File: src/sdp_pkg.sv
package sdp_pkg;

   // register bus
   localparam int           APB_AW           = 4;
   localparam logic [3:0]   OFS_CTRL         = 4'h0;
   localparam logic [3:0]   OFS_STATUS       = 4'h4;
   localparam logic [3:0]   OFS_SHIFT        = 4'h8;
   localparam logic [31:0]  CTRL_RESET       = 32'h0000_0001;

   // control field positions
   localparam int           CTRL_TEST_EN_BIT = 0;
   localparam int           CTRL_SLOCK_BIT   = 1;

   // status field positions
   localparam int           ST_M_LSB         = 0;
   localparam int           ST_N_LSB         = 8;
   localparam int           ST_RATIO_LSB     = 10;
   localparam int           ST_T_LSB         = 14;
   localparam int           ST_BYPASS_BIT    = 17;
   localparam int           ST_PLOAD_BIT     = 18;
   localparam int           ST_CNT_LSB       = 19;

   // divider fields
   localparam int           M_W              = 7;
   localparam int           N_W              = 2;
   localparam int           T_W              = 3;
   localparam int           RATIO_W          = 4;
   localparam int           SHIFT_LEN        = 12;
   localparam int           CNT_W            = 4;
   localparam logic [3:0]   SHIFT_FULL       = 4'hc;

   // serial word layout, first bit received ends up at the top
   localparam int           SW_T_LSB         = 9;
   localparam int           SW_N_LSB         = 7;
   localparam int           SW_M_LSB         = 0;

   // post divider select codes and ratios
   localparam logic [1:0]   NSEL_DIV2        = 2'h0;
   localparam logic [1:0]   NSEL_DIV4        = 2'h1;
   localparam logic [1:0]   NSEL_DIV8        = 2'h2;
   localparam logic [1:0]   NSEL_DIV1        = 2'h3;
   localparam logic [3:0]   RATIO_1          = 4'h1;
   localparam logic [3:0]   RATIO_2          = 4'h2;
   localparam logic [3:0]   RATIO_4          = 4'h4;
   localparam logic [3:0]   RATIO_8          = 4'h8;

   // test select codes
   localparam logic [2:0]   TSEL_SHIFT_OUT   = 3'h0;
   localparam logic [2:0]   TSEL_ONE         = 3'h1;
   localparam logic [2:0]   TSEL_REF_HALF    = 3'h2;
   localparam logic [2:0]   TSEL_MCOUNT      = 3'h3;
   localparam logic [2:0]   TSEL_SYNTHESIZED_OUTPUT        = 3'h4;
   localparam logic [2:0]   TSEL_ZERO        = 3'h5;
   localparam logic [2:0]   TSEL_BYPASS      = 3'h6;
   localparam logic [2:0]   TSEL_SYNTHESIZED_OUTPUT_DIV4   = 3'h7;

   // reset contents of the divider latches
   localparam logic [6:0]   M_RESET          = 7'h00;
   localparam logic [1:0]   N_RESET          = 2'h0;

endpackage : sdp_pkg

File: src/sdp_sync2.sv
`timescale 1ns/100ps
`default_nettype none
module sdp_sync2 #(
   parameter int W = 1
) (
   input  wire logic         clk,
   input  wire logic         rst,
   input  wire logic [W-1:0] d,
   output logic      [W-1:0] q
);

   logic [W-1:0] meta_reg;

   // first stage feeds the second stage only
   always_ff @(posedge clk) begin
      if (rst) begin
         meta_reg <= '0;
         q        <= '0;
      end else begin
         meta_reg <= d;
         q        <= meta_reg;
      end
   end

endmodule : sdp_sync2
`default_nettype wire

File: src/sdp_divcnt.sv
`timescale 1ns/100ps
`default_nettype none
module sdp_divcnt #(
   parameter int W = 7
) (
   input  wire logic         clk,
   input  wire logic         rst,
   input  wire logic         clear,
   input  wire logic         tick,
   input  wire logic [W-1:0] ratio,
   output logic              wrap,
   output logic              at_zero
);

   logic [W-1:0] count_reg;

   assign at_zero = (count_reg == '0);

   // ratio 0 or 1 wraps on every tick
   always_ff @(posedge clk) begin
      if (rst || clear) begin
         count_reg <= '0;
         wrap      <= 1'b0;
      end else begin
         wrap <= 1'b0;
         if (tick) begin
            if (count_reg == '0) begin
               count_reg <= (ratio > 1) ? W'(ratio - 1'b1) : '0;
               wrap      <= 1'b1;
            end else begin
               count_reg <= count_reg - 1'b1;
            end
         end
      end
   end

endmodule : sdp_divcnt
`default_nettype wire

File: src/sdp_program_port.sv
`timescale 1ns/100ps
`default_nettype none
module sdp_program_port
   import sdp_pkg::*;
(
   input  wire logic                clk,
   input  wire logic                rst,
   input  wire logic                psel,
   input  wire logic                penable,
   input  wire logic                pwrite,
   input  wire logic [APB_AW-1:0]   paddr,
   input  wire logic [31:0]         pwdata,
   output logic      [31:0]         prdata,
   output logic                     pready,
   output logic                     pslverr,
   input  wire logic                p_load,
   input  wire logic [M_W-1:0]      m_pin,
   input  wire logic [N_W-1:0]      n_pin,
   input  wire logic                s_clock,
   input  wire logic                s_data,
   input  wire logic                s_load,
   input  wire logic                ref_half,
   output logic      [M_W-1:0]      synth_mult_reg,
   output logic      [RATIO_W-1:0]  post_div_ratio_reg,
   output logic      [N_W-1:0]      post_sel_reg,
   output logic      [T_W-1:0]      test_sel_reg,
   output logic                     bypass_reg,
   output logic                     synth_out_reg,
   output logic                     test_out_reg
);

   localparam int PIN_W = M_W + N_W + 5;

   logic [PIN_W-1:0]     pins_s;
   logic [M_W-1:0]       m_s;
   logic [N_W-1:0]       n_s;
   logic                 pl_s;
   logic                 sc_s;
   logic                 sd_s;
   logic                 sl_s;
   logic                 rh_s;
   logic                 pl_d_reg;
   logic                 sc_d_reg;
   logic                 sl_d_reg;
   logic                 pl_rise;
   logic                 sc_rise;
   logic                 sc_edge;
   logic                 sl_fall;
   logic                 serial_ok;

   logic [SHIFT_LEN-1:0] shift_reg;
   logic [CNT_W-1:0]     bit_cnt_reg;
   logic [31:0]          ctrl_reg;

   logic [M_W-1:0]       m_next;
   logic [N_W-1:0]       n_next;
   logic [T_W-1:0]       t_next;
   logic [RATIO_W-1:0]   ratio_next;

   logic                 post_wrap;
   logic                 m_wrap;
   logic                 m_at_zero;
   logic                 synthesized_output_div_reg;
   logic [1:0]           synthesized_output_q_reg;
   logic                 test_next;

   logic                 apb_access;
   logic                 addr_hit;
   logic [31:0]          rdata_next;

   // all pins come from outside the clock domain
   sdp_sync2 #(
      .W (PIN_W)
   ) u_sync (
      .clk (clk),
      .rst (rst),
      .d   ({m_pin, n_pin, p_load, s_clock, s_data, s_load, ref_half}),
      .q   (pins_s)
   );

   assign {m_s, n_s, pl_s, sc_s, sd_s, sl_s, rh_s} = pins_s;

   always_ff @(posedge clk) begin
      if (rst) begin
         pl_d_reg <= 1'b0;
         sc_d_reg <= 1'b0;
         sl_d_reg <= 1'b0;
      end else begin
         pl_d_reg <= pl_s;
         sc_d_reg <= sc_s;
         sl_d_reg <= sl_s;
      end
   end

   assign pl_rise   = pl_s & ~pl_d_reg;
   assign sc_rise   = sc_s & ~sc_d_reg;
   assign sc_edge   = sc_s ^ sc_d_reg;
   assign sl_fall   = ~sl_s & sl_d_reg;
   // software lock lets a host freeze the serial path during bring-up
   assign serial_ok = pl_s & ~ctrl_reg[CTRL_SLOCK_BIT];

   // serial shift register, first bit ends at the top
   always_ff @(posedge clk) begin
      if (rst) begin
         shift_reg <= '0;
      end else if (sc_rise && serial_ok) begin
         shift_reg <= {shift_reg[SHIFT_LEN-2:0], sd_s};
      end
   end

   // bits seen since the last load, saturating at a full word
   always_ff @(posedge clk) begin
      if (rst) begin
         bit_cnt_reg <= '0;
      end else if (sl_fall && serial_ok) begin
         bit_cnt_reg <= '0;
      end else if (sc_rise && serial_ok && bit_cnt_reg != SHIFT_FULL) begin
         bit_cnt_reg <= bit_cnt_reg + 1'b1;
      end
   end

   // parallel capture wins over a coincident serial load
   always_comb begin
      m_next = synth_mult_reg;
      n_next = post_sel_reg;
      t_next = test_sel_reg;
      if (!pl_s) begin
         m_next = m_s;
         n_next = n_s;
         t_next = TSEL_SHIFT_OUT;
      end else if (pl_rise) begin
         m_next = m_s;
         n_next = n_s;
      end else if (sl_fall && serial_ok) begin
         t_next = shift_reg[SW_T_LSB +: T_W];
         n_next = shift_reg[SW_N_LSB +: N_W];
         m_next = shift_reg[SW_M_LSB +: M_W];
      end
   end

   always_comb begin
      case (n_next)
         NSEL_DIV2: ratio_next = RATIO_2;
         NSEL_DIV4: ratio_next = RATIO_4;
         NSEL_DIV8: ratio_next = RATIO_8;
         NSEL_DIV1: ratio_next = RATIO_1;
         default:   ratio_next = RATIO_2;
      endcase
   end

   // the analog loop multiplies by synth_mult_reg and divides by the ratio
   always_ff @(posedge clk) begin
      if (rst) begin
         synth_mult_reg     <= M_RESET;
         post_sel_reg       <= N_RESET;
         post_div_ratio_reg <= RATIO_2;
         test_sel_reg       <= TSEL_SHIFT_OUT;
         bypass_reg         <= 1'b0;
      end else begin
         synth_mult_reg     <= m_next;
         post_sel_reg       <= n_next;
         post_div_ratio_reg <= ratio_next;
         test_sel_reg       <= t_next;
         bypass_reg         <= (t_next == TSEL_BYPASS);
      end
   end

   // bypass: both serial clock edges feed the post divider, so the
   // output toggle gives serial clock divided by the ratio, even for 1
   sdp_divcnt #(
      .W (RATIO_W)
   ) u_post_div (
      .clk     (clk),
      .rst     (rst),
      .clear   (~bypass_reg),
      .tick    (sc_edge),
      .ratio   (post_div_ratio_reg),
      .wrap    (post_wrap),
      .at_zero ()
   );

   sdp_divcnt #(
      .W (M_W)
   ) u_m_div (
      .clk     (clk),
      .rst     (rst),
      .clear   (~bypass_reg),
      .tick    (post_wrap & ~synthesized_output_div_reg),
      .ratio   (synth_mult_reg),
      .wrap    (m_wrap),
      .at_zero (m_at_zero)
   );

   always_ff @(posedge clk) begin
      if (rst) begin
         synthesized_output_div_reg <= 1'b0;
      end else if (!bypass_reg) begin
         synthesized_output_div_reg <= 1'b0;
      end else if (post_wrap) begin
         synthesized_output_div_reg <= ~synthesized_output_div_reg;
      end
   end

   always_ff @(posedge clk) begin
      if (rst) begin
         synth_out_reg <= 1'b0;
         synthesized_output_q_reg    <= 2'h0;
      end else begin
         synth_out_reg <= synthesized_output_div_reg;
         if (synthesized_output_div_reg && post_wrap) begin
            synthesized_output_q_reg <= synthesized_output_q_reg + 1'b1;
         end
      end
   end

   // the m counter output is a narrow pulse, not a square wave
   always_comb begin
      case (test_sel_reg)
         TSEL_SHIFT_OUT: test_next = shift_reg[SHIFT_LEN-1];
         TSEL_ONE:       test_next = 1'b1;
         TSEL_REF_HALF:  test_next = rh_s;
         TSEL_MCOUNT:    test_next = m_at_zero;
         TSEL_SYNTHESIZED_OUTPUT:      test_next = synthesized_output_div_reg;
         TSEL_ZERO:      test_next = 1'b0;
         TSEL_BYPASS:    test_next = m_at_zero | m_wrap;
         TSEL_SYNTHESIZED_OUTPUT_DIV4: test_next = synthesized_output_q_reg[1];
         default:        test_next = 1'b0;
      endcase
   end

   always_ff @(posedge clk) begin
      if (rst) begin
         test_out_reg <= 1'b0;
      end else begin
         test_out_reg <= test_next & ctrl_reg[CTRL_TEST_EN_BIT];
      end
   end

   // apb slave: one wait state, pready is registered
   assign apb_access = psel & penable & ~pready;
   assign addr_hit   = (paddr == OFS_CTRL) || (paddr == OFS_STATUS) ||
                       (paddr == OFS_SHIFT);

   always_comb begin
      rdata_next = 32'h0000_0000;
      case (paddr)
         OFS_CTRL: rdata_next = ctrl_reg;
         OFS_STATUS: begin
            rdata_next[ST_M_LSB +: M_W]           = synth_mult_reg;
            rdata_next[ST_N_LSB +: N_W]           = post_sel_reg;
            rdata_next[ST_RATIO_LSB +: RATIO_W]   = post_div_ratio_reg;
            rdata_next[ST_T_LSB +: T_W]           = test_sel_reg;
            rdata_next[ST_BYPASS_BIT]             = bypass_reg;
            rdata_next[ST_PLOAD_BIT]              = pl_s;
            rdata_next[ST_CNT_LSB +: CNT_W]       = bit_cnt_reg;
         end
         OFS_SHIFT: rdata_next[SHIFT_LEN-1:0] = shift_reg;
         default:   rdata_next = 32'h0000_0000;
      endcase
   end

   always_ff @(posedge clk) begin
      if (rst) begin
         pready  <= 1'b0;
         pslverr <= 1'b0;
         prdata  <= 32'h0000_0000;
      end else begin
         pready  <= apb_access;
         pslverr <= apb_access & ~addr_hit;
         if (apb_access && !pwrite) begin
            prdata <= rdata_next;
         end
      end
   end

   always_ff @(posedge clk) begin
      if (rst) begin
         ctrl_reg <= CTRL_RESET;
      end else if (apb_access && pwrite && paddr == OFS_CTRL) begin
         ctrl_reg <= {30'h0000_0000, pwdata[1:0]};
      end
   end
endmodule : sdp_program_port
`default_nettype wire

File: config.mk
export PLATFORM = sky130hd
export DESIGN_NAME = sdp_program_port
export DESIGN_NICKNAME = d
export VERILOG_FILES = /design/src/sdp_pkg.sv /design/src/sdp_sync2.sv /design/src/sdp_divcnt.sv /design/src/sdp_program_port.sv
export SDC_FILE = /design/constraint.sdc
export NUM_CORES = 1
export LEC_CHECK = 0
export BUFFER_PORTS_ARGS = -buffer_cell sky130_fd_sc_hd__clkbuf_2
export CORE_ASPECT_RATIO = 0.5
export CORE_MARGIN = 2
export CORE_UTILIZATION = 57
export CTS_CLUSTER_DIAMETER = 40
export DETAILED_ROUTE_END_ITERATION = 6
export HOLD_SLACK_MARGIN = 0.08
export PLACE_DENSITY = 0.84
export SLEW_MARGIN = 40
export SYNTH_ARGS = -nofsm -noshare
export SYNTH_HDL_FRONTEND = slang
export SYNTH_SLANG_ARGS = --single-unit
File: constraint.sdc
create_clock -name clk -period 3.3 [get_ports clk]
set_input_delay 0 -clock clk [delete_from_list [all_inputs] [get_ports clk]]
set_output_delay 0 -clock clk [all_outputs]
set_load 0.01 [all_outputs]
=== After elaboration in Yosys (flattened, before gate mapping) ===
Index checks and enable logic that the tools add are counted.

* Logic and storage cells: 109
* Register bits after elaboration: 109
* Input bits: 55

* Add/sub/neg operators: 6
* Multiplexer cells: 21
* Bitwise logic cells: 21
* Eq/ne operators: 15
* Magnitude comparators: 2
* Reduce and logical (&&, ||, !) cells: 20

{| class="wikitable"
|+ Operators by type and width
! cell !! count
|-
| $mux W7 || 5
|-
| $pmux W7 S3 || 1
|-
| $pmux W4 S4 || 1
|-
| $eq A3 B3 Y1 const B || 5
|-
| $sub A7 B1 Y7 const B || 2
|-
| $mux W11 || 1
|-
| $not A1 Y1 || 10
|-
| $and A1 B1 Y1 || 9
|-
| $mux W3 || 3
|-
| $logic_not A4 Y1 || 2
|-
| $mux W4 || 2
|-
| $pmux W1 S8 || 1
|-
| $pmux W4 S2 || 1
|-
| $reduce_or A2 Y1 || 4
|-
| $sub A4 B1 Y4 const B || 2
|-
| $gt A7 B1 Y1 const B || 1
|-
| $logic_and A1 B1 Y1 || 7
|-
| $logic_not A7 Y1 || 1
|-
| $eq A3 B2 Y1 const B || 2
|-
| $mux W2 || 3
|-
| $add A4 B1 Y4 const B || 1
|-
| $eq A2 B2 Y1 const B || 2
|-
| $eq A4 B3 Y1 const B || 1
|-
| $eq A4 B4 Y1 const B || 1
|-
| other kinds (13) || 17
|}

=== Longest topological paths before layout ===
Gate-level depths: netlist of the first run.

* Depth after elaboration: 8
* Mapped depth: 7

=== By module ===
A second synthesis of the first run with hierarchy kept.

* Cells, all modules: 465
* Area total of the unflattened synthesis: 4,450.5 um2

{| class="wikitable"
|+ By module, submodules not included
! module !! sequential area each (um2) !! area an instance (um2) !! times used !! cells an instance
|-
| sdp_program_port || 1,361.3 || 2,755.1 || 1 || 292
|-
| sdp_sync2 || 560.5 || 778.2 || 1 || 58
|-
| sdp_divcnt at u_m_div || 160.2 || 578.1 || 1 || 74
|-
| sdp_divcnt at u_post_div || 100.1 || 339.1 || 1 || 41
|}

=== Worst setup path before layout of the first run ===
Ideal clock, no wire load.

* Path kind: reg2reg
* Start: register synth_mult_reg[2]
* End: register u_m_div.count_reg[5]
* Data arrival time: 1.378 ns
* Clock period less this slack: 1.512 ns
* Cell stages (with the launch flop): 6
* Required time: 3.166 ns
* Setup slack: 1.788 ns
* Library setup time: 0.134 ns
* Cell sequence: dfxtp_1 > clkbuf_2 > or4_4 > o21a_1 > o211ai_1 > a31oi_1

* Cells in the longest elaborated chain, start to end: 3
* Elaborated cells between the ends (all ways): 4

{| class="wikitable"
|+ Ends and longest elaborated chain
! item !! RTL line !! RTL
|-
| start, declared || sdp_program_port.sv:23 || <nowiki>output logic [M_W-1:0] synth_mult_reg,</nowiki>
|-
| start signal, assigned || sdp_program_port.sv:160 || <nowiki>synth_mult_reg <= m_next;</nowiki>
|-
| $sub A7 B1 Y7 or $gt A7 B1 Y1 (tied branches) || sdp_divcnt.sv:28 || <nowiki>count_reg <= (ratio > 1) ? W'(ratio - 1'b1) : '0;</nowiki>
|-
| $mux W7 (*) || sdp_divcnt.sv:28 ||
|-
| $mux W7 (*) || sdp_divcnt.sv:27 || <nowiki>if (count_reg == '0) begin</nowiki>
|-
| end signal, assigned || sdp_divcnt.sv:28 ||
|-
| end signal, assigned || sdp_divcnt.sv:31 || <nowiki>count_reg <= count_reg - 1'b1;</nowiki>
|-
| end, declared || sdp_divcnt.sv:15 || <nowiki>logic [W-1:0] count_reg;</nowiki>
|}

Every way passes the cells marked *; elsewhere a longest branch is shown, timed or not.
A chain may end at the register's enable or synchronous reset.

=== Worst setup path in the final report of the first run ===
* Start: register u_sync.q[4]
* End: register post_div_ratio_reg[3]

* Cells in the longest elaborated chain, start to end: 7
* Elaborated cells between the ends (all ways): 11

{| class="wikitable"
|+ Ends and longest elaborated chain
! item !! RTL line !! RTL
|-
| start, declared || sdp_sync2.sv:9 || <nowiki>output logic [W-1:0] q</nowiki>
|-
| start signal, assigned || sdp_sync2.sv:21 || <nowiki>q <= meta_reg;</nowiki>
|-
| $and A1 B1 Y1 || sdp_program_port.sv:100 || <nowiki>assign serial_ok = pl_s & ~ctrl_reg[CTRL_SLOCK_BIT];</nowiki>
|-
| $logic_and A1 B1 Y1 || sdp_program_port.sv:134 || <nowiki>end else if (sl_fall && serial_ok) begin</nowiki>
|-
| $mux W2 || sdp_program_port.sv:134 ||
|-
| $mux W2 || sdp_program_port.sv:131 || <nowiki>end else if (pl_rise) begin</nowiki>
|-
| $mux W2 (*) || sdp_program_port.sv:127 || <nowiki>if (!pl_s) begin</nowiki>
|-
| $eq A2 B2 Y1 (tied with other cells) || sdp_program_port.sv:142 || <nowiki>case (n_next)</nowiki>
|-
| $pmux W4 S4 (*) || sdp_program_port.sv:142 ||
|-
| end signal, assigned || sdp_program_port.sv:162 || <nowiki>post_div_ratio_reg <= ratio_next;</nowiki>
|-
| end, declared || sdp_program_port.sv:24 || <nowiki>output logic [RATIO_W-1:0] post_div_ratio_reg,</nowiki>
|}

Marked as above.

==> results of run 1 <==
[layout by cell type, fill, tap and decap left out, types with 3 or more instances in the layout]
| master | n |
|---|---|
| a22oi_1 | 4 |
| clkbuf_16 | 9 |
| a211oi_1 | 10 |
| dfxtp_1 | 109 |
| clkbuf_2 | 68 |
| nand2_1 | 50 |
| ha_1 | 9 |
| conb_1 | 9 |
| nor3b_1 | 5 |
| a221oi_1 | 4 |
| nand3_1 | 24 |
| buf_4 | 4 |
| xnor2_1 | 3 |
| xor2_1 | 7 |
| dlygate4sd3_1 | 22 |
| a21oi_1 | 39 |
| o21ai_0 | 11 |
| and3b_1 | 3 |
| a21o_1 | 3 |
| o31ai_1 | 3 |
| mux2i_1 | 12 |
| o21a_1 | 4 |
| nor3_1 | 11 |
| a2bb2oi_1 | 8 |
| and2_1 | 4 |
| nand3b_1 | 6 |
| a31oi_1 | 6 |
| nor2b_1 | 38 |
| inv_1 | 18 |
| nor2_1 | 37 |
[power groups by stage]
stage / Clock [mW] / Combinational (mW) / Sequential, mW
floorplan: 0 / 0.102 / 1.38
global route: 1.12 / 0.178 / 1.36
finish: 1.05 / 0.161 / 1.36
detailed placement: 0 / 0.140 / 1.39
CTS: 1.06 / 0.159 / 1.36
global placement: 0 / 0.135 / 1.39
[per-stage QoR]
step | setup slack, ns | cells | utilization, %
after floorplan | 1.79 | 504 | -
after global placement | 1.39 | 646 | 64.7
after detailed placement | 1.35 | 648 | 65.0
after CTS | 1.29 | 686 | 71.8
after global routing | 1.11 | 686 | 71.8
final | 1.23 | 686 | 71.8
[logic make-up (layout without fill, tap and decap cells)]
family	Yosys count	count (layout)	share of synthesized area (%)
and+or+nand+nor	198	198	23.8
DFF	109	109	48.4
AOI/OAI and AO/OA	103	103	14.9
buffers and inverters	54	128	5.74
muxes	12	12	2.66
xor gates and xnor gates	10	10	1.94
adders and majority gates	9	9	2.50
other	1	9	0.0831
[timing repair]
action / in CTS / in global routing
hold buffers: 22 / 0
endpoints found under the hold margin: 19 / 0
setup endpoints to repair: 0 / 0
[area by class of cell]
| class | count | share of cell area, % |
|---|---|---|
| Timing Repair Buffer | 94 | 11.0 |
| Clock inverter | 7 | 1.28 |
| Inverter | 18 | 1.26 |
| Clock buffer | 9 | 4.19 |
| Multi-Input combinational cell | 341 | 39.2 |
| Tap cell | 108 | 2.51 |
| Sequential cell | 109 | 40.6 |
[tightest hold or removal path: stages]
cell and delay [ns]:
clkbuf_2 0.11, nand3_1 0.15, mux2i_1 0.09, nor2_1 0.09
[cells in the mapped netlist (3+ instances only)]
cell type,instances
nor2_1,37
buf_4,10
o21ai_0,11
o21a_1,4
and2_1,4
ha_1,9
clkbuf_1,12
buf_2,8
and3b_1,3
a21oi_1,39
mux2i_1,12
nor3b_1,5
inv_1,18
a22oi_1,4
buf_1,4
nand3_1,24
xor2_1,7
a21o_1,3
nor3_1,11
nand2b_1,3
a211oi_1,10
o31ai_1,3
xnor2_1,3
a2bb2oi_1,8
dfxtp_1,109
a31oi_1,6
a221oi_1,4
nand2_1,50
nor2b_1,38
nand3b_1,6
[final timing paths]
check | start | to | slack (ns) | cells past startpoint
max reg2reg | u_sync.q[4] | post_div_ratio_reg[3] | 1.23 | 4
min | pwrite | ctrl_reg[1] | 0.13 | 4
min reg2reg | u_sync.meta_reg[13] | u_sync.q[13] | 0.44 | 1
max | u_sync.q[4] | post_div_ratio_reg[3] | 1.23 | 4
[metal layers]
metal	global-route usage, %	wire, µm	up-vias
met1	31.8	4480	1744
met4	9.01	119	0
li1	-	-	1846
met5	0	0	-
met2	37.3	4370	121
met3	5.70	612	17
==> results by group, run 1 <==
Pwr
  • Seq pwr share: 52.9%
  • Switch share: 24.1%
  • Pleak: 2.15 nW
  • Switching pwr: 618 µW
  • Clock Power Share: 40.8%
  • Overall Power: 2.56 mW
  • PD cells: 477 nW/µm²
  • Maximum VDD drop: 0.329 mV
  • Int Power: 1.95 mW
  • Comb power frac: 6.3%

Floorplanning
  • Starting Density: 60.2%
  • Core area: 7490 µm²
  • Die span in x: 130 µm
  • Die ar.: 8680 µm²
  • Row Count: 22
  • Top-level port count: 108
  • Die height: 66.9 µm

Timing
  • Maximum clock frequency: 484 MHz
  • Fin crit period: 2.07 ns
  • Hold_ws: 0.133 ns
  • Max-slew violations: 0
  • RSZ-0062 raised after global routing: no
  • Tcrit/Tclk final: 62.6%
  • Setup violations, final: 0
  • Tightest Pin Transition: 0.784 ns
  • Setup TNS: 0 ns
  • Slew margin rel.: 47.7%
  • Final hold viol count: 0
  • Skew final: 0.00715 ns

Critical path
  • Crit. End Element: flop
  • Critical path's slowest cell: and4bb_1
  • Arr. time, crit path: 2.36 ns
  • CP Launch Type: flop
  • Cell Chain, Critical Path: and4bb_1, mux2i_1, a211oi_2, and2_1
  • Worst Path Buf+Inv: 0
  • Max Fanout on Critical Path: 16
  • CP top delay family: simple AND/OR/NAND/NOR gates
  • Worst Path Required: 3.59 ns
  • CP Class: flop to flop
  • CP max stage delay: 0.76 ns

Finish
  • Ant. Diodes: 0
  • Number of flip-flops in the largest register: 23
  • Area Overhead vs Synth: 19.2%
  • FF+latch area: 2180 µm²
  • Design area: 5380 µm²
  • Multi-input gate area: 2110 µm²
  • Filler instances: 573
  • Nets: 637
  • Share of layout cells above drive strength 1: 16.8%

Route
  • Vias per cell: 5.43
  • Router iterations before antenna repair: 5
  • Routed WL: 9580 µm
  • DR iter-0 viols: 433
  • Drt wl/cell: 14.0 µm
  • Post-route DRC: 0
  • Vias: 3728
  • Antenna Nets Post-Route: 0

Place
  • Number of I/O port buffers: 68
  • Final HPWL from detailed placement: 6490 µm
  • Routability congestion estimate: 0.835
  • Placement Cell Area: 4860 µm²

Global routing
  • Largest net degree at the start of global routing: 55
  • First-pass GRT wire length: 15800 µm
  • Total GRT Usage: 23.7%
  • Initial antenna violation count: 0
  • Vias in the first global route: 3320
  • Total gr overflow: 0

Synthesis
  • Synth area leaders: dfxtp_1 (48%), nor2b_1 (5.3%), a21oi_1 (4.3%)
  • Yosys warns: 0
  • Largest area contributor in the netlist: dfxtp_1
  • #FFs+latches synth: 109
  • Post-synth top area share: 48.4%
  • Dominant synthesized flop cell: dfxtp_1
  • Number of flops mapped to enable cells by yosys: 0
  • Sequential area share after synthesis: 48.4%
  • Mapped cell area: 4510 µm²
  • Avg Cell Area, Syn: 9.09 µm²
  • Ys async rst share: 0%
  • Distinct cells, synth: 54
  • Cells after Synth: 496

Clock network
  • Root buffer cell: clkbuf_16
  • Clk sink count: 109
  • Worst-path clk slew: 0.07 ns
  • Setup repair bufs after CTS: 0
  • CTS Buffer Depth: 2
  • # H-tree levels: 3
  • Cts bufs inserted: 9
  • CTS tree: built
  • Clock Latency Late Sink: 0.35 ns
  • Post-cts sizing count: 0

Worst hold path
  • Worst hold-check path type: primary input to flop

Job
  • Max-Cap Viols: 0

Run status
  • Status: finished clean
Power figures use the tool's default switching activity.
==> run 2: changes to the inputs <==
--- a/config.mk
+++ b/config.mk
@@ -8,11 +8,11 @@
 export BUFFER_PORTS_ARGS = -buffer_cell sky130_fd_sc_hd__clkbuf_2
 export CORE_ASPECT_RATIO = 0.5
 export CORE_MARGIN = 2
-export CORE_UTILIZATION = 57
+export CORE_UTILIZATION = 53
 export CTS_CLUSTER_DIAMETER = 40
 export DETAILED_ROUTE_END_ITERATION = 6
 export HOLD_SLACK_MARGIN = 0.08
-export PLACE_DENSITY = 0.84
+export PLACE_DENSITY = 0.79
 export SLEW_MARGIN = 40
 export SYNTH_ARGS = -nofsm -noshare
 export SYNTH_HDL_FRONTEND = slang
==> constraint.sdc (replaced) <==
create_clock -name clk -period 2 [get_ports clk]
set_input_delay 0 -clock clk [delete_from_list [all_inputs] [get_ports clk]]
set_output_delay 0 -clock clk [all_outputs]
set_load 0.01 [all_outputs]
==> results by group, run 2 (synthesis results as in run 1) <==
Run status
  • Status: finished clean

Floorplanning
  • Starting Density: 55.6% (-4.7 points)
  • Top-level port count: 108 (unchanged)
  • Die ar.: 9310 µm² (+7.2%)
  • Core area: 8120 µm² (+8.4%)
  • Die span in x: 134 µm (+3.6%)
  • Die height: 69.2 µm (+3.5%)
  • Row Count: 23 (+4.5%)

Route
  • DR iter-0 viols: 331 (-24%)
  • Vias per cell: 5.32 (-2.2%)
  • Antenna Nets Post-Route: 0 (unchanged)
  • Router iterations before antenna repair: 6 (+1)
  • Routed WL: 9930 µm (+3.6%)
  • Drt wl/cell: 14.2 µm (+1.8%)
  • Post-route DRC: 0 (unchanged)
  • Vias: 3711 (-0.46%)

Critical path
  • Worst Path Required: 2.28 ns (-1.31 ns)
  • Max Fanout on Critical Path: 8 (-8)
  • Crit. End Element: flop
  • CP Launch Type: flop
  • CP Class: flop to flop
  • Arr. time, crit path: 2.19 ns (-0.17 ns)

Clock network
  • Cts bufs inserted: 9 (unchanged)
  • Post-cts sizing count: 0 (unchanged)
  • Clk sink count: 109 (unchanged)
  • # H-tree levels: 3 (unchanged)
  • Clock Latency Late Sink: 0.35 ns (about the same)
  • Setup repair bufs after CTS: 0 (unchanged)
  • CTS Buffer Depth: 2 (unchanged)
  • CTS tree: built
  • Post-CTS Hold Fix Bufs: 22 (unchanged)
  • Worst-path clk slew: 0.07 ns (about the same)
  • Root buffer cell: clkbuf_16

Pwr
  • PD cells: 778 nW/µm² (+63%)
  • Int Power: 3.21 mW (+65%)
  • Comb power frac: 6.5% (+0.2 points)
  • Switching pwr: 1.02 mW (+65%)
  • Clock Power Share: 40.6% (-0.2 points)
  • Seq pwr share: 52.8% (about the same)
  • Pleak: 2.19 nW (+1.8%)
  • Switch share: 24.1% (about the same)
  • Maximum VDD drop: 0.594 mV (+80%)

Finish
  • Final core utilization: 67.0% (-4.8 points)
  • Filler instances: 662 (+16%)
  • Most common cell after layout, fill and taps aside: dfxtp_1
  • Ant. Diodes: 0 (unchanged)
  • Number of flip-flops in the largest register: 23 (unchanged)
  • Share of layout cells above drive strength 1: 17.7% (+0.97 points)
  • Most frequent cells in the layout: dfxtp_1 (109), clkbuf_2 (68), nand2_1 (50)
  • Nets: 645 (+1.3%)
  • Area Overhead vs Synth: 20.6%

Global routing
  • First-pass GRT wire length: 15800 µm (-0.18%)
  • Initial antenna violation count: 0 (unchanged)
  • Total GRT Usage: 21.5% (-2.2 points)
  • Vias in the first global route: 3304 (-0.48%)
  • Total gr overflow: 0 (unchanged)
  • Largest net degree at the start of global routing: 62 (+13%)

Timing
  • Tcrit/Tclk final: 95.5% (+33 points)
  • Skew final: 0.00930 ns (+0.00215 ns)
  • Tightest Pin Transition: 0.803 ns (+0.0197 ns)
  • Maximum clock frequency: 524 MHz (+8.2%)
  • Max-slew violations: 0 (unchanged)
  • Setup TNS: 0 ns (unchanged)
  • RSZ-0062 raised after global routing: no
  • Final hold viol count: 0 (unchanged)
  • Setup violations, final: 0 (unchanged)
  • Slew margin rel.: 45.9% (-1.8 points)
  • Fin crit period: 1.91 ns (-0.156 ns)

Place
  • Final HPWL from detailed placement: 6800 µm (+4.7%)
  • Number of I/O port buffers: 68 (unchanged)
  • Routability congestion estimate: 0.866 (+3.6%)

Worst hold path
  • Worst hold-check path type: primary input to flop

Job
  • Max-Cap Viols: 0 (unchanged)
[run 2: power groups by stage]
stage               clock, mW  combinational [mW]  sequential (mW)
CTS                      1.75               0.273             2.23
detailed placement          0               0.240             2.29
global route             1.83               0.302             2.24
finish                   1.72               0.277             2.23
floorplan                   0               0.169             2.28
global placement            0               0.235             2.28
[run 2: layout make-up]
class / instances / area, µm² / share of cell area [%]
clock inverter: 7 / 66.3 / 1.22
multi-input combinational: 341 / 2110 / 38.7
tap: 112 / 140 / 2.58
sequential: 109 / 2180 / 40.1
inverter: 18 / 67.6 / 1.24
timing repair buffer: 102 / 651 / 12.0
clock buffer: 9 / 225 / 4.14
[run 2: metrics by stage]
step / cells / instance area, µm² / setup slack [ns] / power [mW] / hold slack (ns)
after floorplan: 504 / 4540 / 0.488 / 2.45 / 0.128
after global placement: 660 / 4930 / 0.194 / 2.52 / 0.215
after detailed placement: 660 / 4930 / 0.190 / 2.53 / 0.213
after CTS: 698 / 5440 / 0.155 / 4.25 / 0.0901
after global routing: 698 / 5440 / 0.0202 / 4.37 / 0.102
final: 698 / 5440 / 0.0907 / 4.23 / 0.102
[run 2: per-layer routing]
metal,global-route usage (%),share of wire (%)
met1,29.6,49
met2,34.2,45
met5,0,0
met4,5.03,0.96
met3,5.34,4.8
[run 2: path summary, 6_finish.rpt]
check	start	endpoint	slack, ns	cells after the start
min	pwrite	ctrl_reg[1]	0.10	4
max	synth_mult_reg[2]	u_m_div.count_reg[6]	0.09	4
min reg2reg	u_sync.meta_reg[11]	u_sync.q[11]	0.44	1
max reg2reg	synth_mult_reg[2]	u_m_div.count_reg[6]	0.09	4
[run 2: critical path, cell delays in order (launching register included)]
cell and delay [ns]:
dfxtp_1 0.42, nor4_1 0.75, nor4bb_1 0.37, o21ai_0 0.17
a21oi_1 0.14
==> run 3: changes to the inputs <==
--- a/config.mk
+++ b/config.mk
@@ -8,11 +8,11 @@
 export BUFFER_PORTS_ARGS = -buffer_cell sky130_fd_sc_hd__clkbuf_2
 export CORE_ASPECT_RATIO = 0.5
 export CORE_MARGIN = 2
-export CORE_UTILIZATION = 53
+export CORE_UTILIZATION = 50
 export CTS_CLUSTER_DIAMETER = 40
 export DETAILED_ROUTE_END_ITERATION = 6
 export HOLD_SLACK_MARGIN = 0.08
-export PLACE_DENSITY = 0.79
+export PLACE_DENSITY = 0.75
 export SLEW_MARGIN = 40
 export SYNTH_ARGS = -nofsm -noshare
 export SYNTH_HDL_FRONTEND = slang
==> constraint.sdc (replaced) <==
create_clock -name clk -period 2.29 [get_ports clk]
set_input_delay 0 -clock clk [delete_from_list [all_inputs] [get_ports clk]]
set_output_delay 0 -clock clk [all_outputs]
set_load 0.01 [all_outputs]
==> results by group, run 3 (synthesis results as in run 1) <==
Run status
  • Status: finished clean

Finish
  • Most frequent cells in the layout: dfxtp_1 (109), clkbuf_2 (68), nand2_1 (50)
  • Nets: 642 (-0.47%)
  • Area Overhead vs Synth: 21.8%
  • Final std cells w/o fill: 700 (+0.29%)
  • Most common cell after layout, fill and taps aside: dfxtp_1
  • Ant. Diodes: 0 (unchanged)
  • Filler instances: 729 (+10%)
  • Share of layout cells above drive strength 1: 17.5% (-0.25 points)
  • Number of flip-flops in the largest register: 23 (unchanged)

Clock network
  • Worst-path clk slew: 0.07 ns (about the same)
  • Setup repair bufs after CTS: 0 (unchanged)
  • CTS Buffer Depth: 2 (unchanged)
  • Post-CTS Hold Fix Bufs: 21 (-4.5%)
  • Clk sink count: 109 (unchanged)
  • CTS tree: built
  • Clock Latency Late Sink: 0.35 ns (about the same)
  • Cts bufs inserted: 9 (unchanged)
  • Root buffer cell: clkbuf_16
  • # H-tree levels: 3 (unchanged)
  • Post-cts sizing count: 0 (unchanged)

Critical path
  • Worst Path Required: 2.53 ns (+0.25 ns)
  • Worst R2R Path Depth: 5 (+1)
  • Most common cell on crit path: dlygate4sd3_1
  • CP startpoint: paddr[1]
  • WP depth: 6 (+2)
  • End of the critical path: ctrl_reg[0]
  • Flop-to-flop setup slack: 0.58 ns (+0.49 ns)
  • Max Fanout on Critical Path: 5 (-3)
  • Crit. End Element: flop
  • Arr. time, crit path: 2.06 ns (-0.13 ns)
  • Crit Reg-Reg Endpoint: ctrl_reg[0]
  • Cell Chain, Critical Path: dlygate4sd3_1, clkbuf_2, nor4_1, nand3_1, a211o_1, dlygate4sd3_1
  • Reg-to-Reg Start: pready
  • CP Launch Type: primary input
  • Critical path's slowest cell: dlygate4sd3_1
  • CP max stage delay: 0.55 ns (-0.20 ns)
  • CP top delay family: buffers and inverters
  • CP Class: primary input to flop
  • Worst Path Buf+Inv: 3 (+3)

Pwr
  • Seq pwr share: 49.0% (-3.8 points)
  • Switch share: 21.5% (-2.6 points)
  • PD cells: 726 nW/µm² (-6.7%)
  • Switching pwr: 858 µW (-16%)
  • Clock Power Share: 45.0% (+4.4 points)
  • Pleak: 2.21 nW (+0.93%)
  • Comb power frac: 6.0% (-0.5 points)
  • Overall Power: 3.99 mW (-5.8%)
  • Maximum VDD drop: 0.552 mV (-7.0%)
  • Int Power: 3.13 mW (-2.6%)

Timing
  • Setup violations, final: 0 (unchanged)
  • Setup TNS: 0 ns (unchanged)
  • RSZ-0062 raised after global routing: no
  • Tightest Pin Transition: 0.670 ns (-0.134 ns)
  • Max-slew violations: 0 (unchanged)
  • Slew margin rel.: 55.2% (+9.3 points)
  • Skew final: 0.00584 ns (-0.00346 ns)
  • Final worst-path setup slack: 0.463 ns (+0.373 ns)
  • Tcrit/Tclk final: 79.8%
  • Fin crit period: 1.83 ns
  • Final hold viol count: 0 (unchanged)
  • Maximum clock frequency: 547 MHz

Floorplanning
  • Die height: 71.2 µm (+2.8%)
  • Die ar.: 9840 µm² (+5.7%)
  • Row Count: 24 (+4.3%)
  • Die span in x: 138 µm (+2.9%)
  • Core area: 8740 µm² (+7.7%)
  • Top-level port count: 108 (unchanged)
  • Starting Density: 51.6% (-4.0 points)

Route
  • Vias: 3631 (-2.2%)
  • Vias per cell: 5.19 (-2.4%)
  • Router iterations before antenna repair: 4 (-2)
  • Routed WL: 9800 µm (-1.3%)
  • Post-route DRC: 0 (unchanged)
  • Drt wl/cell: 14.0 µm (-1.6%)
  • DR iter-0 viols: 285 (-14%)
  • Antenna Nets Post-Route: 0 (unchanged)

Worst hold path
  • Worst hold-check path type: primary input to flop

Global routing
  • Vias in the first global route: 3367 (+1.9%)
  • Total gr overflow: 0 (unchanged)
  • Total GRT Usage: 21.1% (-0.36 points)
  • First-pass GRT wire length: 16500 µm (+4.9%)
  • Largest net degree at the start of global routing: 62 (unchanged)
  • Initial antenna violation count: 0 (unchanged)

Place
  • Routability congestion estimate: 0.851 (-1.7%)
  • Placed Instances: 663 (+0.45%)
  • Number of I/O port buffers: 68 (unchanged)
  • Final HPWL from detailed placement: 6770 µm (-0.41%)
  • Pre-CTS setup slack: 0.717 ns (+0.527 ns)

Job
  • Max-Cap Viols: 0 (unchanged)
[run 3: worst min path at each step]
| stage | startpoint | to | slack (ns) | cells after the start |
|---|---|---|---|---|
| floorplan | ref_half | u_sync.meta_reg[0] | 0.13 | 1 |
| global route | paddr[2] | prdata[7] | 0.14 | 4 |
| detailed placement | n_pin[0] | u_sync.meta_reg[5] | 0.21 | 2 |
| CTS | pwrite | prdata[6] | 0.09 | 4 |
| global placement | s_clock | u_sync.meta_reg[3] | 0.21 | 2 |
| finish | pwrite | prdata[6] | 0.10 | 4 |
[run 3: tightest hold or removal path, stage by stage]
cell      delay, ns
clkbuf_2       0.11
nand2b_1       0.13
or4_1          0.11
a21oi_1        0.06
[run 3: through the flow]
step | area (µm²) | util [%] | hold slack [ns]
floorplan | 4540 | - | 0.128
global placement | 4930 | 56.4 | 0.214
detailed placement | 4930 | 56.4 | 0.212
CTS | 5490 | 62.9 | 0.0871
global route | 5490 | 62.9 | 0.139
finish | 5490 | 62.9 | 0.102
[run 3: per-layer routing]
| layer | global-route usage, % | up-vias | part of all wire [%] |
|---|---|---|---|
| li1 | - | 1861 | - |
| met1 | 29.0 | 1654 | 47 |
| met2 | 33.1 | 111 | 45 |
| met3 | 5.35 | 5 | 7.2 |
| met4 | 6.92 | 0 | 0.66 |
| met5 | 0 | - | 0 |
[run 3: power by group through the flow]
stage / registers, mW / clock network (mW) / logic, mW
after floorplan: 1.99 / 0 / 0.147
after CTS: 1.95 / 1.84 / 0.238
final: 1.95 / 1.80 / 0.239
after global routing: 1.95 / 1.92 / 0.264
after detailed placement: 2.00 / 0 / 0.211
after global placement: 1.99 / 0 / 0.208
[run 3: cell type report]
class,count,area (µm²),area share (%)
clock buffer,9,225,4.10
clock inverter,7,128,2.32
inverter,18,67.6,1.23
multi-input combinational,341,2110,38.3
sequential,109,2180,39.7
tap,117,146,2.67
timing repair buffer,99,638,11.6
